**src/hpc_pkg.sv**
```systemverilog
// Constants, types and register layout of the hot-plug control block.
// Assumes one 20 MHz clock; all users import the whole package.
// Summary of operation
// - The reset cycle ends only after the standby supply has stayed valid for 250 us.
// - When the reset cycle ends every control, status and mask register and every slot output holds its cleared value; status still shows the live input pins.
// - Losing and regaining the standby supply starts a fresh reset cycle.
// - Management bus accesses are served only after the reset cycle has ended.
// - All slot supply outputs stay off while the reset cycle runs.
// - Power is controlled either from the bus or from the enable pins, other registers stay open.
// - The pin port has a main enable and an aux enable per slot and a low fault output per slot.
// - The bus port uses SMBus data and clock plus a low alert output with SMBus timing.
// - The host can read measured output voltage and current of every supply.
// - The host can read fault state of every supply and both general input levels.
package hpc_pkg;
  // ---------------------------------------------------------------
  // Sizes
  // ---------------------------------------------------------------
  localparam int NSLOT    = 2;
  localparam int NGPI     = 2;
  localparam int NREG     = 16;
  localparam int NMEAS    = 12;
  localparam int AXI_AW   = 8;
  localparam int SYNC_W   = 3 + 4 * NSLOT;

  // ---------------------------------------------------------------
  // Register indices, byte address is index times four
  // ---------------------------------------------------------------
  localparam logic [3:0] REG_CTRL     = 4'h0;
  localparam logic [3:0] REG_STAT     = 4'h1;
  localparam logic [3:0] REG_INT_STAT = 4'h2;
  localparam logic [3:0] REG_INT_MASK = 4'h3;
  localparam logic [3:0] REG_MEAS0    = 4'h4;

  // Control field positions
  localparam int CTRL_BUS_MODE = 0;
  localparam int CTRL_MAIN_LSB = 1;
  localparam int CTRL_AUX_LSB  = 3;
  localparam int CTRL_PWR_W    = 4;
  // Event positions in status and mask
  localparam int EV_FAULT_LSB  = 0;
  localparam int EV_GPI_LSB    = 2;

  // ---------------------------------------------------------------
  // Timing
  // ---------------------------------------------------------------
  localparam int CLK_PERIOD_NS = 50;
  localparam int POR_TIME_NS   = 250000;
  localparam int POR_CYCLES    = (POR_TIME_NS + CLK_PERIOD_NS - 1) / CLK_PERIOD_NS;

  // Bus constants
  localparam logic [6:0] SMB_ADDR_DEF = 7'h2a;
  localparam logic [1:0] RESP_OKAY    = 2'h0;
  localparam logic [1:0] RESP_SLVERR  = 2'h2;

  typedef enum logic [2:0] {
    SMB_IDLE, SMB_RX, SMB_ACK, SMB_TX, SMB_RACK
  } hpc_smb_e;

  // One register write request from either bus
  typedef struct packed {
    logic       en;
    logic [3:0] idx;
    logic [7:0] data;
  } hpc_wr_s;
endpackage : hpc_pkg

```
**src/hpc_ctrl.sv**
```systemverilog
// Hot-plug power control: reset sequencing, pin or bus power control,
// SMBus slave and AXI4-Lite slave onto one small register file.
// Assumes pins and SCL/SDA are asynchronous; meas_in comes from on-clock ADC logic.
//
// The implementer's own choices: the placing of the registers and the AXI4-Lite interface to the registers.
`timescale 1ns/1ps
module hpc_ctrl #(
  parameter int         POR_CYCLES = hpc_pkg::POR_CYCLES,
  parameter logic [6:0] SMB_ADDR   = hpc_pkg::SMB_ADDR_DEF
) (
  input  wire logic                              aclk,
  input  wire logic                              aresetn,
  input  wire logic                              stby_ok,
  input  wire logic [hpc_pkg::NSLOT-1:0]         main_enable_in,
  input  wire logic [hpc_pkg::NSLOT-1:0]         aux_enable_in,
  input  wire logic [hpc_pkg::NSLOT-1:0]         slot_fault_in,
  input  wire logic [hpc_pkg::NGPI-1:0]          general_input_pins,
  input  wire logic [hpc_pkg::NMEAS-1:0][7:0]    meas_in,
  output logic      [hpc_pkg::NSLOT-1:0]         main_out,
  output logic      [hpc_pkg::NSLOT-1:0]         aux_out,
  output logic      [hpc_pkg::NSLOT-1:0]         fault_n,
  input  wire logic                              scl_in,
  input  wire logic                              sda_in,
  output logic                                   sda_out,
  output logic                                   sda_oe,
  output logic                                   alert_n,
  output logic                                   irq,
  output logic                                   por_done,
  input  wire logic [hpc_pkg::AXI_AW-1:0]        s_axi_awaddr,
  input  wire logic                              s_axi_awvalid,
  output logic                                   s_axi_awready,
  input  wire logic [31:0]                       s_axi_wdata,
  input  wire logic [3:0]                        s_axi_wstrb,
  input  wire logic                              s_axi_wvalid,
  output logic                                   s_axi_wready,
  output logic [1:0]                             s_axi_bresp,
  output logic                                   s_axi_bvalid,
  input  wire logic                              s_axi_bready,
  input  wire logic [hpc_pkg::AXI_AW-1:0]        s_axi_araddr,
  input  wire logic                              s_axi_arvalid,
  output logic                                   s_axi_arready,
  output logic [31:0]                            s_axi_rdata,
  output logic [1:0]                             s_axi_rresp,
  output logic                                   s_axi_rvalid,
  input  wire logic                              s_axi_rready
);
  import hpc_pkg::*;

  localparam int CW = $clog2(POR_CYCLES + 1);

  // ---------------------------------------------------------------
  // Input synchronisers
  // ---------------------------------------------------------------
  logic [SYNC_W-1:0] sy1;
  logic [SYNC_W-1:0] sy;
  logic              stby_s;
  logic              scl_s;
  logic              sda_s;
  logic [NSLOT-1:0]  main_en_s;
  logic [NSLOT-1:0]  aux_en_s;
  logic [NSLOT-1:0]  fault_s;
  logic [NGPI-1:0]   gpi_s;

  // Two flops per pin; only the second stage feeds logic
  always_ff @(posedge aclk) begin
    if (!aresetn) begin
      sy1 <= '0;
      sy  <= '0;
    end else begin
      sy1 <= {stby_ok, scl_in, sda_in, main_enable_in, aux_enable_in,
              slot_fault_in, general_input_pins};
      sy  <= sy1;
    end
  end

  assign {stby_s, scl_s, sda_s, main_en_s, aux_en_s, fault_s, gpi_s} = sy;

  // ---------------------------------------------------------------
  // Power-on reset qualification
  // ---------------------------------------------------------------
  logic [CW-1:0] por_cnt;
  logic          clr;

  // Any dip of the standby level restarts the whole count
  always_ff @(posedge aclk) begin
    if (!aresetn || !stby_s) begin
      por_cnt  <= '0;
      por_done <= 1'b0;
    end else if (!por_done) begin
      if (por_cnt == CW'(POR_CYCLES - 1)) begin
        por_done <= 1'b1;
      end else begin
        por_cnt <= por_cnt + 1'b1;
      end
    end
  end

  // Slot control, registers and the SMBus byte engine are held cleared until qualification ends
  assign clr = !aresetn || !por_done;

  // ---------------------------------------------------------------
  // Register write port, shared by both buses
  // ---------------------------------------------------------------
  hpc_wr_s    wr;
  logic       smb_wr;
  logic       axi_wr;
  logic [3:0] ptr;
  logic [7:0] sh;
  logic [7:0] aw_data;
  logic [3:0] aw_idx;

  assign wr.en   = smb_wr | axi_wr;
  assign wr.idx  = smb_wr ? ptr : aw_idx;
  assign wr.data = smb_wr ? sh : aw_data;

  // ---------------------------------------------------------------
  // Registers and slot control
  // ---------------------------------------------------------------
  logic [7:0]        ctrl;
  logic [7:0]        int_stat;
  logic [7:0]        int_mask;
  logic [7:0]        stat;
  logic [NSLOT-1:0]  trip;
  logic [NSLOT-1:0]  fault_q;
  logic [NGPI-1:0]   gpi_q;
  logic [NSLOT-1:0]  main_req;
  logic [NSLOT-1:0]  aux_req;
  logic [NSLOT-1:0]  fault_ev;
  logic [7:0]        events;
  logic [7:0]        w1c;
  logic              wr_ctrl;
  logic              bus_mode;

  assign bus_mode = ctrl[CTRL_BUS_MODE];
  assign wr_ctrl  = wr.en && wr.idx == REG_CTRL;
  assign w1c      = (wr.en && wr.idx == REG_INT_STAT) ? wr.data : 8'h00;
  assign events   = 8'({gpi_s ^ gpi_q, fault_ev});
  assign stat     = {aux_out, main_out, gpi_s, trip};

  // Per-slot source select, trip latch and outputs
  for (genvar i = 0; i < NSLOT; i++) begin : g_slot
    assign main_req[i] = bus_mode ? ctrl[CTRL_MAIN_LSB + i] : main_en_s[i];
    assign aux_req[i]  = bus_mode ? ctrl[CTRL_AUX_LSB + i] : aux_en_s[i];
    assign fault_ev[i] = fault_s[i] & ~fault_q[i] & ~trip[i] & (main_req[i] | aux_req[i]);

    // Trip holds until both enables drop, so a fault cannot retry by itself
    always_ff @(posedge aclk) begin
      if (clr) begin
        trip[i]     <= 1'b0;
        main_out[i] <= 1'b0;
        aux_out[i]  <= 1'b0;
        fault_n[i]  <= 1'b1;
      end else begin
        trip[i]     <= fault_ev[i] | (trip[i] & (main_req[i] | aux_req[i]));
        main_out[i] <= main_req[i] & ~trip[i] & ~fault_ev[i];
        aux_out[i]  <= aux_req[i] & ~trip[i] & ~fault_ev[i];
        fault_n[i]  <= ~(trip[i] | fault_ev[i]);
      end
    end
  end

  // Control, interrupt status and mask
  // Edge history tracks the pins during reset so no false event follows it
  always_ff @(posedge aclk) begin
    if (clr) begin
      ctrl     <= '0;
      int_stat <= '0;
      int_mask <= '0;
      fault_q  <= fault_s;
      gpi_q    <= gpi_s;
      irq      <= 1'b0;
      alert_n  <= 1'b1;
    end else begin
      fault_q <= fault_s;
      gpi_q   <= gpi_s;
      // Power bits only stick in bus mode; pin mode drops them
      if (wr_ctrl) begin
        ctrl <= 8'({wr.data[CTRL_AUX_LSB+1:CTRL_MAIN_LSB] & {CTRL_PWR_W{wr.data[CTRL_BUS_MODE]}},
                    wr.data[CTRL_BUS_MODE]});
      end
      if (wr.en && wr.idx == REG_INT_MASK) begin
        int_mask <= wr.data;
      end
      // New events win over a clear in the same cycle
      int_stat <= (int_stat & ~w1c) | events;
      irq      <= |(int_stat & int_mask);
      alert_n  <= ~|(int_stat & int_mask);
    end
  end

  // Read view: index 0 is ctrl, measurements from REG_MEAS0 up
  logic [NREG-1:0][7:0] rmap;
  assign rmap = {meas_in, int_mask, int_stat, stat, ctrl};

  // ---------------------------------------------------------------
  // SMBus slave
  // ---------------------------------------------------------------
  hpc_smb_e   st;
  logic [2:0] bcnt;
  logic [1:0] bno;
  logic       rd;
  logic       got;
  logic       scl_q;
  logic       sda_q;
  logic       scl_rise;
  logic       scl_fall;
  logic       start_c;
  logic       stop_c;
  logic       byte_end;
  logic       addr_hit;
  logic [3:0] nptr;
  logic [7:0] rx_byte;

  assign scl_rise = scl_s & ~scl_q;
  assign scl_fall = ~scl_s & scl_q;
  assign start_c  = scl_s & scl_q & sda_q & ~sda_s;
  assign stop_c   = scl_s & scl_q & ~sda_q & sda_s;
  assign rx_byte  = {sh[6:0], sda_s};
  assign nptr     = ptr + 4'h1;
  assign byte_end = st == SMB_RX && scl_fall && got;
  assign addr_hit = sh[7:1] == SMB_ADDR;
  assign smb_wr   = byte_end && bno == 2'h2;

  // Line history, kept outside reset so edges are seen right away
  always_ff @(posedge aclk) begin
    if (!aresetn) begin
      scl_q <= 1'b1;
      sda_q <= 1'b1;
    end else begin
      scl_q <= scl_s;
      sda_q <= sda_s;
    end
  end

  // Byte engine; held idle during reset so the address is never acked
  always_ff @(posedge aclk) begin
    if (clr) begin
      st   <= SMB_IDLE;
      sh   <= '0;
      bcnt <= '0;
      bno  <= '0;
      rd   <= 1'b0;
      got  <= 1'b0;
      ptr  <= '0;
    end else if (start_c) begin
      st   <= SMB_RX;
      bcnt <= '0;
      bno  <= '0;
      got  <= 1'b0;
    end else if (stop_c) begin
      st <= SMB_IDLE;
    end else begin
      unique case (st)
        SMB_IDLE: ;
        SMB_RX: begin
          if (scl_rise) begin
            sh   <= rx_byte;
            bcnt <= bcnt + 3'h1;
            got  <= bcnt == 3'h7;
          end else if (byte_end) begin
            got <= 1'b0;
            bno <= (bno == 2'h2) ? bno : bno + 2'h1;
            if (bno == 2'h0 && !addr_hit) begin
              st <= SMB_IDLE;
            end else begin
              st <= SMB_ACK;
            end
            if (bno == 2'h0) begin
              rd <= sh[0];
            end
            if (bno == 2'h1) begin
              ptr <= sh[3:0];
            end
            if (bno == 2'h2) begin
              ptr <= nptr;
            end
          end
        end
        SMB_ACK: begin
          if (scl_fall) begin
            st   <= rd ? SMB_TX : SMB_RX;
            sh   <= rmap[ptr];
            bcnt <= '0;
          end
        end
        SMB_TX: begin
          if (scl_fall) begin
            bcnt <= bcnt + 3'h1;
            if (bcnt == 3'h7) begin
              st <= SMB_RACK;
            end else begin
              sh <= {sh[6:0], 1'b0};
            end
          end
        end
        SMB_RACK: begin
          // Master nack ends the read; ack fetches the next register
          if (scl_rise && sda_s) begin
            st <= SMB_IDLE;
          end else if (scl_fall) begin
            st  <= SMB_TX;
            ptr <= nptr;
            sh  <= rmap[nptr];
          end
        end
      endcase
    end
  end

  // Open-drain data: pull low for ack and for zero bits
  always_ff @(posedge aclk) begin
    if (clr) begin
      sda_oe  <= 1'b0;
    end else begin
      sda_oe  <= st == SMB_ACK || (st == SMB_TX && !sh[7]);
    end
  end

  always_ff @(posedge aclk) begin
    sda_out <= 1'b0;
  end

  // ---------------------------------------------------------------
  // AXI4-Lite slave; it answers even during reset, writes then drop
  // ---------------------------------------------------------------
  logic       aw_got;
  logic       w_got;
  logic       aw_map;
  logic       w_lane;
  logic       wr_go;
  logic       ar_map;

  assign wr_go  = aw_got && w_got && !s_axi_bvalid && !smb_wr;
  assign axi_wr = wr_go && aw_map && w_lane && por_done;
  assign ar_map = s_axi_araddr[AXI_AW-1:6] == '0;

  // Address and data taken in either order, answered together
  always_ff @(posedge aclk) begin
    if (!aresetn) begin
      s_axi_awready <= 1'b1;
      s_axi_wready  <= 1'b1;
      s_axi_bvalid  <= 1'b0;
      s_axi_bresp   <= RESP_OKAY;
      aw_got        <= 1'b0;
      w_got         <= 1'b0;
      aw_map        <= 1'b0;
      w_lane        <= 1'b0;
      aw_idx        <= '0;
      aw_data       <= '0;
    end else begin
      if (s_axi_awvalid && s_axi_awready) begin
        aw_got        <= 1'b1;
        s_axi_awready <= 1'b0;
        aw_idx        <= s_axi_awaddr[5:2];
        aw_map        <= s_axi_awaddr[AXI_AW-1:6] == '0;
      end
      if (s_axi_wvalid && s_axi_wready) begin
        w_got        <= 1'b1;
        s_axi_wready <= 1'b0;
        aw_data      <= s_axi_wdata[7:0];
        w_lane       <= s_axi_wstrb[0];
      end
      if (wr_go) begin
        aw_got       <= 1'b0;
        w_got        <= 1'b0;
        s_axi_bvalid <= 1'b1;
        s_axi_bresp  <= aw_map ? RESP_OKAY : RESP_SLVERR;
      end else if (s_axi_bvalid && s_axi_bready) begin
        s_axi_bvalid  <= 1'b0;
        s_axi_awready <= 1'b1;
        s_axi_wready  <= 1'b1;
      end
    end
  end

  // Reads answer one cycle after the address is taken
  always_ff @(posedge aclk) begin
    if (!aresetn) begin
      s_axi_arready <= 1'b1;
      s_axi_rvalid  <= 1'b0;
      s_axi_rdata   <= '0;
      s_axi_rresp   <= RESP_OKAY;
    end else if (s_axi_arvalid && s_axi_arready) begin
      s_axi_arready <= 1'b0;
      s_axi_rvalid  <= 1'b1;
      s_axi_rdata   <= ar_map ? 32'(rmap[s_axi_araddr[5:2]]) : 32'h0;
      s_axi_rresp   <= ar_map ? RESP_OKAY : RESP_SLVERR;
    end else if (s_axi_rvalid && s_axi_rready) begin
      s_axi_rvalid  <= 1'b0;
      s_axi_arready <= 1'b1;
    end
  end
endmodule : hpc_ctrl

```
**config.mk**
```make
export PLATFORM = sky130hd
export DESIGN_NAME = hpc_ctrl
export DESIGN_NICKNAME = d
export VERILOG_FILES = /design/src/hpc_pkg.sv /design/src/hpc_ctrl.sv
export SDC_FILE = /design/constraint.sdc
export NUM_CORES = 1
export LEC_CHECK = 0
export BUFFER_PORTS_ARGS = -buffer_cell sky130_fd_sc_hd__buf_4
export CELL_PAD_IN_SITES_DETAIL_PLACEMENT = 0
export CELL_PAD_IN_SITES_GLOBAL_PLACEMENT = 2
export CORE_MARGIN = 4
export CORE_UTILIZATION = 30
export DETAILED_ROUTE_END_ITERATION = 12
export PLACE_DENSITY_LB_ADDON = 0.1
export REMOVE_ABC_BUFFERS = 1
export SLEW_MARGIN = 20
export SYNTH_ARGS = -nofsm -noshare
export SYNTH_HDL_FRONTEND = slang
export SYNTH_SLANG_ARGS = --single-unit
```
**constraint.sdc**
```tcl
create_clock -name aclk -period 2.3 [get_ports aclk]
set_input_delay 0.23 -clock aclk [delete_from_list [all_inputs] [get_ports aclk]]
set_output_delay 0.23 -clock aclk [all_outputs]
set_load 0.02 [all_outputs]
```
-- After elaboration in Yosys (flattened, before gate mapping)
Cells that the tools add are included.
W data, S select, Z words.
- word-level logic and storage cells: 251
- bits in registers: 153
- bitwise operators: 55
- add/sub/neg operators: 4
- equality and inequality tests: 28
- multiplexer cells: 62
- reduce and logical (&&, ||, !) cells: 55
- order comparisons: 3
- operator list (kind ; number):
    $bmux W8 S4 ; 3
    $mux W8 ; 12
    $pmux W8 S4 ; 1
    $mux W3 ; 10
    $mux W4 ; 7
    $and A1 B1 Y1 ; 23
    $mux W1 ; 22
    $logic_and A1 B1 Y1 ; 20
    $ne A4 B4 Y1 const B ; 5
    $not A1 Y1 ; 19
    $ne A2 B2 Y1 const B ; 9
    $and A8 B8 Y8 ; 2
    $lt A4 B5 Y1 const B ; 3
    $reduce_and A7 Y1 ; 2
    $add A13 B1 Y13 const B ; 1
    $eq A13 B13 Y1 const B ; 1
    $pmux W3 S4 ; 1
    $reduce_and A5 Y1 ; 2
    $pmux W3 S3 ; 1
    $reduce_and A9 Y1 ; 1
    $eq A4 B2 Y1 const B ; 2
    $logic_not A1 Y1 ; 8
    $mux W2 ; 4
    $not A8 Y8 ; 1
    31 further kinds ; 47

-- Logic depth before layout (Yosys ltp)
- word-level depth: 16
- depth in mapped cells: 9
- mapped depth without buffers: 7

-- Worst setup path before layout
Ideal clock, no wire load.
- path type: reg2reg
- start: reg ptr[0]
- end: reg sh[2]
- setup slack: 0.101 ns
- cell stages (with the launch flop): 9
- buffers on the path: 3
- arrival: 2.074 ns
- data required time: 2.175 ns
- period minus slack after synthesis: 2.199 ns
- cell sequence: dfxtp_1 > ha_1 > buf_2 > buf_4 > buf_1 > mux4_2 > mux2_2 > o211ai_1 > a31oi_1
- longest elaborated chain between the ends: 6
- elaborated cells on any way between the ends: 9
- those cells by class: add/sub (1); mux (8)
- RTL lines (what ; RTL line ; RTL):
    start, declared ; hpc_ctrl.sv:107 ; logic [3:0] ptr;
    start signal, assigned ; hpc_ctrl.sv:272 ; ptr <= sh[3:0];
    start signal, assigned ; hpc_ctrl.sv:275 ; ptr <= nptr;
    start signal, assigned ; hpc_ctrl.sv:302 ; ptr <= nptr;
    $add A4 B1 Y4 ; hpc_ctrl.sv:219 ; assign nptr = ptr + 4'h1;
    $bmux W8 S4 ; hpc_ctrl.sv:303 ; sh <= rmap[nptr];
    $mux W8 (implied by the code) ; hpc_ctrl.sv:303 ;
    $mux W8 ; hpc_ctrl.sv:300 ; end else if (scl_fall) begin
    $mux W8 ; hpc_ctrl.sv:298 ; if (scl_rise && sda_s) begin
    $pmux W8 S4 (*) ; hpc_ctrl.sv:253 ; unique case (st)
    end signal, assigned ; hpc_ctrl.sv:257 ; sh <= rx_byte;
    end signal, assigned ; hpc_ctrl.sv:292 ; sh <= {sh[6:0], 1'b0};
    end signal, assigned ; hpc_ctrl.sv:303 ;
    end, declared ; hpc_ctrl.sv:108 ; logic [7:0] sh;
Mark *: on every way between the ends. The rest lies on a longest branch, timed or not. The select of a mux whose other input is x is not followed.
A chain may end at the register's enable or synchronous reset.

-- Worst setup path in the final report
- start: reg ptr[0]
- end: reg sh[4]
Same word-level chain as after synthesis.

==> qor.txt <==
=================================================================================
Worst endpoint required time                                              2.60 ns
Overflow left after global routing                                              0
Total number of nets in the final design                                    1,171
Clock share of power                                                        0.476
Worst-path cell chain                                                ha_4, xor2_4, buf_12, mux4_2, mux2_2, o211ai_1, a31oi_1
Status                                                               finished, final reports clean
Initial antenna violation count                                                 0
Unrepaired setup endpoints after global routing                             false
Gr usage total                                                             0.1799
Leading cell types by count after synthesis                          sky130_fd_sc_hd__dfxtp_1 (127), sky130_fd_sc_hd__mux4_2 (90), sky130_fd_sc_hd__nand2_1 (65)
Area of the core region                                                27,930 µm²
Net load switching power                                                 1.536 mW
P per Cell Area                                                      521.4 nW/µm²
Maximum fanout encountered on the critical timing path                         14
Post-route fraction of the period consumed by the critical path            0.9380
Min-Delay Path Class                                                 primary input to register
Cell variety after synth                                                       68
Clock sink count                                                              127
Count of boundary I/O pins                                                    218
Setup crit start kind                                                    register
Final hold viol count                                                           0
Die outline area                                                       31,230 µm²
Detailed Route Iter0 Violations                                               468
Post-route minimum period                                                2.157 ns
Reg clk slew, reported paths                                              0.07 ns
TritonCTS clock tree                                                        built
Final std cells w/o fill                                                    1,389
Most frequently used flop master after synthesis                     sky130_fd_sc_hd__dfxtp_1
Average via count per standard cell                                         5.262
Detailed-routing iteration count for the pre-antenna-repair pass                5
Source-to-sink clock delay at the later pin of the worst-skew pair        0.42 ns
Number of synthesized flops with an enable pin                                  0
Syn Inst Count                                                                831
Static Leakage                                                           3.996 nW
HPWL after detailed placement                                            21.82 mm
Synthesized flop and latch total                                              127
Number of design rule violations left after detail routing                      0
Worst clock skew                                                       0.01528 ns
Overall routed net length                                                28.69 mm
Number of cells after detailed placement                                    1,354
Crit path arrival time                                                    2.46 ns
Largest net degree at the start of global routing                              51
Total design power                                                       5.687 mW
Die width                                                                176.7 µm
Vias post-DR                                                                7,309
Number of setup violations in the final report                                  0
Yosys synthesis warning count                                                   0
Setup total negative slack                                                   0 ns
Synth area leaders                                                   sky130_fd_sc_hd__dfxtp_1 (30%), sky130_fd_sc_hd__mux4_2 (24%), sky130_fd_sc_hd__mux2i_1 (5.6%)
Utilization of the core after routing                                      0.3905
Number of cells traversed by the worst register-to-register path                7
Initial standard-cell utilization of the core                              0.3057
Switching part of the total power                                          0.2700
Most used standard cell by instance count after synthesis            sky130_fd_sc_hd__dfxtp_1
Vias in the first global route                                              7,208
Max-slew violation count                                                        0
Area growth, synth to finish                                               27.74%
Fraction of the yosys area taken by sequential cells                       0.2977
Cell type contributing the most total cell area after synthesis      sky130_fd_sc_hd__dfxtp_1
# H-tree levels                                                                 4
Layout cell share with drive strength beyond 1                             0.3630
Netlist Area Pre-Place                                                   8539 µm²
Die Y-Extent                                                             176.7 µm
Int Power                                                                4.151 mW
Port Buffer Count                                                             159
Cell Rows                                                                      61
Slowest cell delay on critical path                                       0.49 ns
Mean area per synthesized cell                                          10.28 µm²
Routed Antenna Nets                                                             0
Nature of the critical path endpoint                                     register
Max frequency                                                           463.5 MHz
Async SR Flop Fraction                                                          0
Relative contribution of combinational cells to total power                 0.122
Antenna Cells                                                                   0
Max-Cap Viols                                                                   0
Sequential fraction of design power                                         0.402
Number of buffers created by CTS                                               17
Worst slew pin tran                                                     0.6160 ns
Deepest clock path buffer count                                                 2
Worst slew margin relative to its limit                                    0.5893
First-pass GRT wire length                                               43.49 mm
Routed wirelength normalized by instance count                           20.66 µm
Setup Crit Path Kind                                                 register to register
Depth of the worst hold-timing path                                             2
Maximum vdd ir drop                                                     0.4206 mV
Global placer's final weighted congestion                                  0.8203
Area share of the largest cell type after synthesis                        0.2977
Cell at the slowest stage of the critical path                       sky130_fd_sc_hd__mux4_2
Root Buffer                                                          sky130_fd_sc_hd__clkbuf_16
=================================================================================
## final timing paths
kind / startpoint / endpoint / slack (ns)
max reg2reg: ptr[0] / sh[4] / 0.14
min reg2reg: sy[2] / fault_q[0] / 0.36
max: ptr[0] / sh[4] / 0.14
min: general_input_pins[1] / sy1[1] / 0.02
## cells in the final DEF, fill, tap and decap left out, types with 9 or more instances in the layout
cell	synthesis	final
sky130_fd_sc_hd__a21oi_1	51	51
sky130_fd_sc_hd__a22o_1	15	15
sky130_fd_sc_hd__a311oi_1	9	9
sky130_fd_sc_hd__a31oi_1	12	12
sky130_fd_sc_hd__and2_1	28	28
sky130_fd_sc_hd__buf_4	38	206
sky130_fd_sc_hd__clkbuf_16	0	17
sky130_fd_sc_hd__conb_1	1	27
sky130_fd_sc_hd__dfxtp_1	127	125
sky130_fd_sc_hd__inv_1	14	14
sky130_fd_sc_hd__mux2_2	19	19
sky130_fd_sc_hd__mux2i_1	48	48
sky130_fd_sc_hd__mux4_2	90	90
sky130_fd_sc_hd__nand2_1	65	65
sky130_fd_sc_hd__nand2b_1	18	18
sky130_fd_sc_hd__nand3_1	20	20
sky130_fd_sc_hd__nor2_1	50	50
sky130_fd_sc_hd__nor2b_1	11	11
sky130_fd_sc_hd__nor3_1	14	14
sky130_fd_sc_hd__o21ai_0	16	16
sky130_fd_sc_hd__xor2_1	11	10
## layer usage
metal  share of wire  vias to the layer above  track usage
met5               0                        -            0
met4           0.011                        0      0.03611
met3           0.059                       18      0.03589
met2            0.46                      261       0.2893
met1            0.47                     3584       0.2533
li1                -                     3446            -
## through the flow
stage	instance area, µm²	worst slack, ns	hold WS (ns)
global placement	10290	0.09575	0.3551
detailed placement	10290	0.07377	0.3596
CTS	10890	0.07356	0.002367
floorplan	8105	-2.707	0.2919
global route	10910	0.007199	0.0003794
finish	10910	0.1425	0.01899
## logic make-up (layout without fill, tap and decap cells)
family                     count (synthesis)  in the layout  share of synthesized area
muxes                                    161            161                     0.3260
other                                      1             27                  0.0004391
adders and majority gates                  7              7                    0.01026
and+or+nand+nor                          247            247                     0.1493
xor gates and xnor gates                  17             17                    0.01744
DFF                                      127            127                     0.2977
buffers and inverters                    108            262                    0.06842
AOI/OAI and AO/OA                        163            163                     0.1304
## cell type report
type / count / area [µm²]
Multi-Input combinational cell: 622 / 5542
Inverter: 14 / 52.55
Tap cell: 378 / 473.0
Clock buffer: 18 / 429.2
Clock inverter: 14 / 148.9
Fill cell: 2822 / 17030
Timing Repair Buffer: 216 / 1718
Sequential cell: 127 / 2545
## critical path: cells and delay by family, from the launching register on
| kind | cells | cell delay (ns) |
|---|---|---|
| muxes | 2 | 0.77 |
| buffers and inverters | 1 | 0.19 |
| DFF | 1 | 0.38 |
| AOI/OAI and AO/OA | 2 | 0.27 |
| adders and majority gates | 1 | 0.19 |
| xor gates and xnor gates | 1 | 0.23 |
## power groups by stage
| stage | registers, mW | clock network (mW) | logic [mW] |
|---|---|---|---|
| after floorplan | 2.34 | 0 | 0.306 |
| after global placement | 2.34 | 0 | 0.688 |
| after detailed placement | 2.34 | 0 | 0.685 |
| after CTS | 2.29 | 2.79 | 0.691 |
| after global routing | 2.29 | 2.88 | 0.744 |
| final | 2.29 | 2.71 | 0.691 |
## registers in the layout (all words and copies together), names as in the netlist, 3 cells and up
register	flops
s_axi_rdata	8
sh	8
ptr	4
int_stat	8
sy1	11
aw_idx	4
sy	11
bcnt	3
st	3
ctrl	5
int_mask	8
aw_data	8
por_cnt	13
## timing repair
action                                  in CTS  in global routing
hold buffers                                 2                  0
setup buffers                                0                  1
endpoints found under the hold margin        2                  0
resized for setup                            0                  2
endpoints found under the setup margin       0                  5
(Power assumes the default switching activity.)
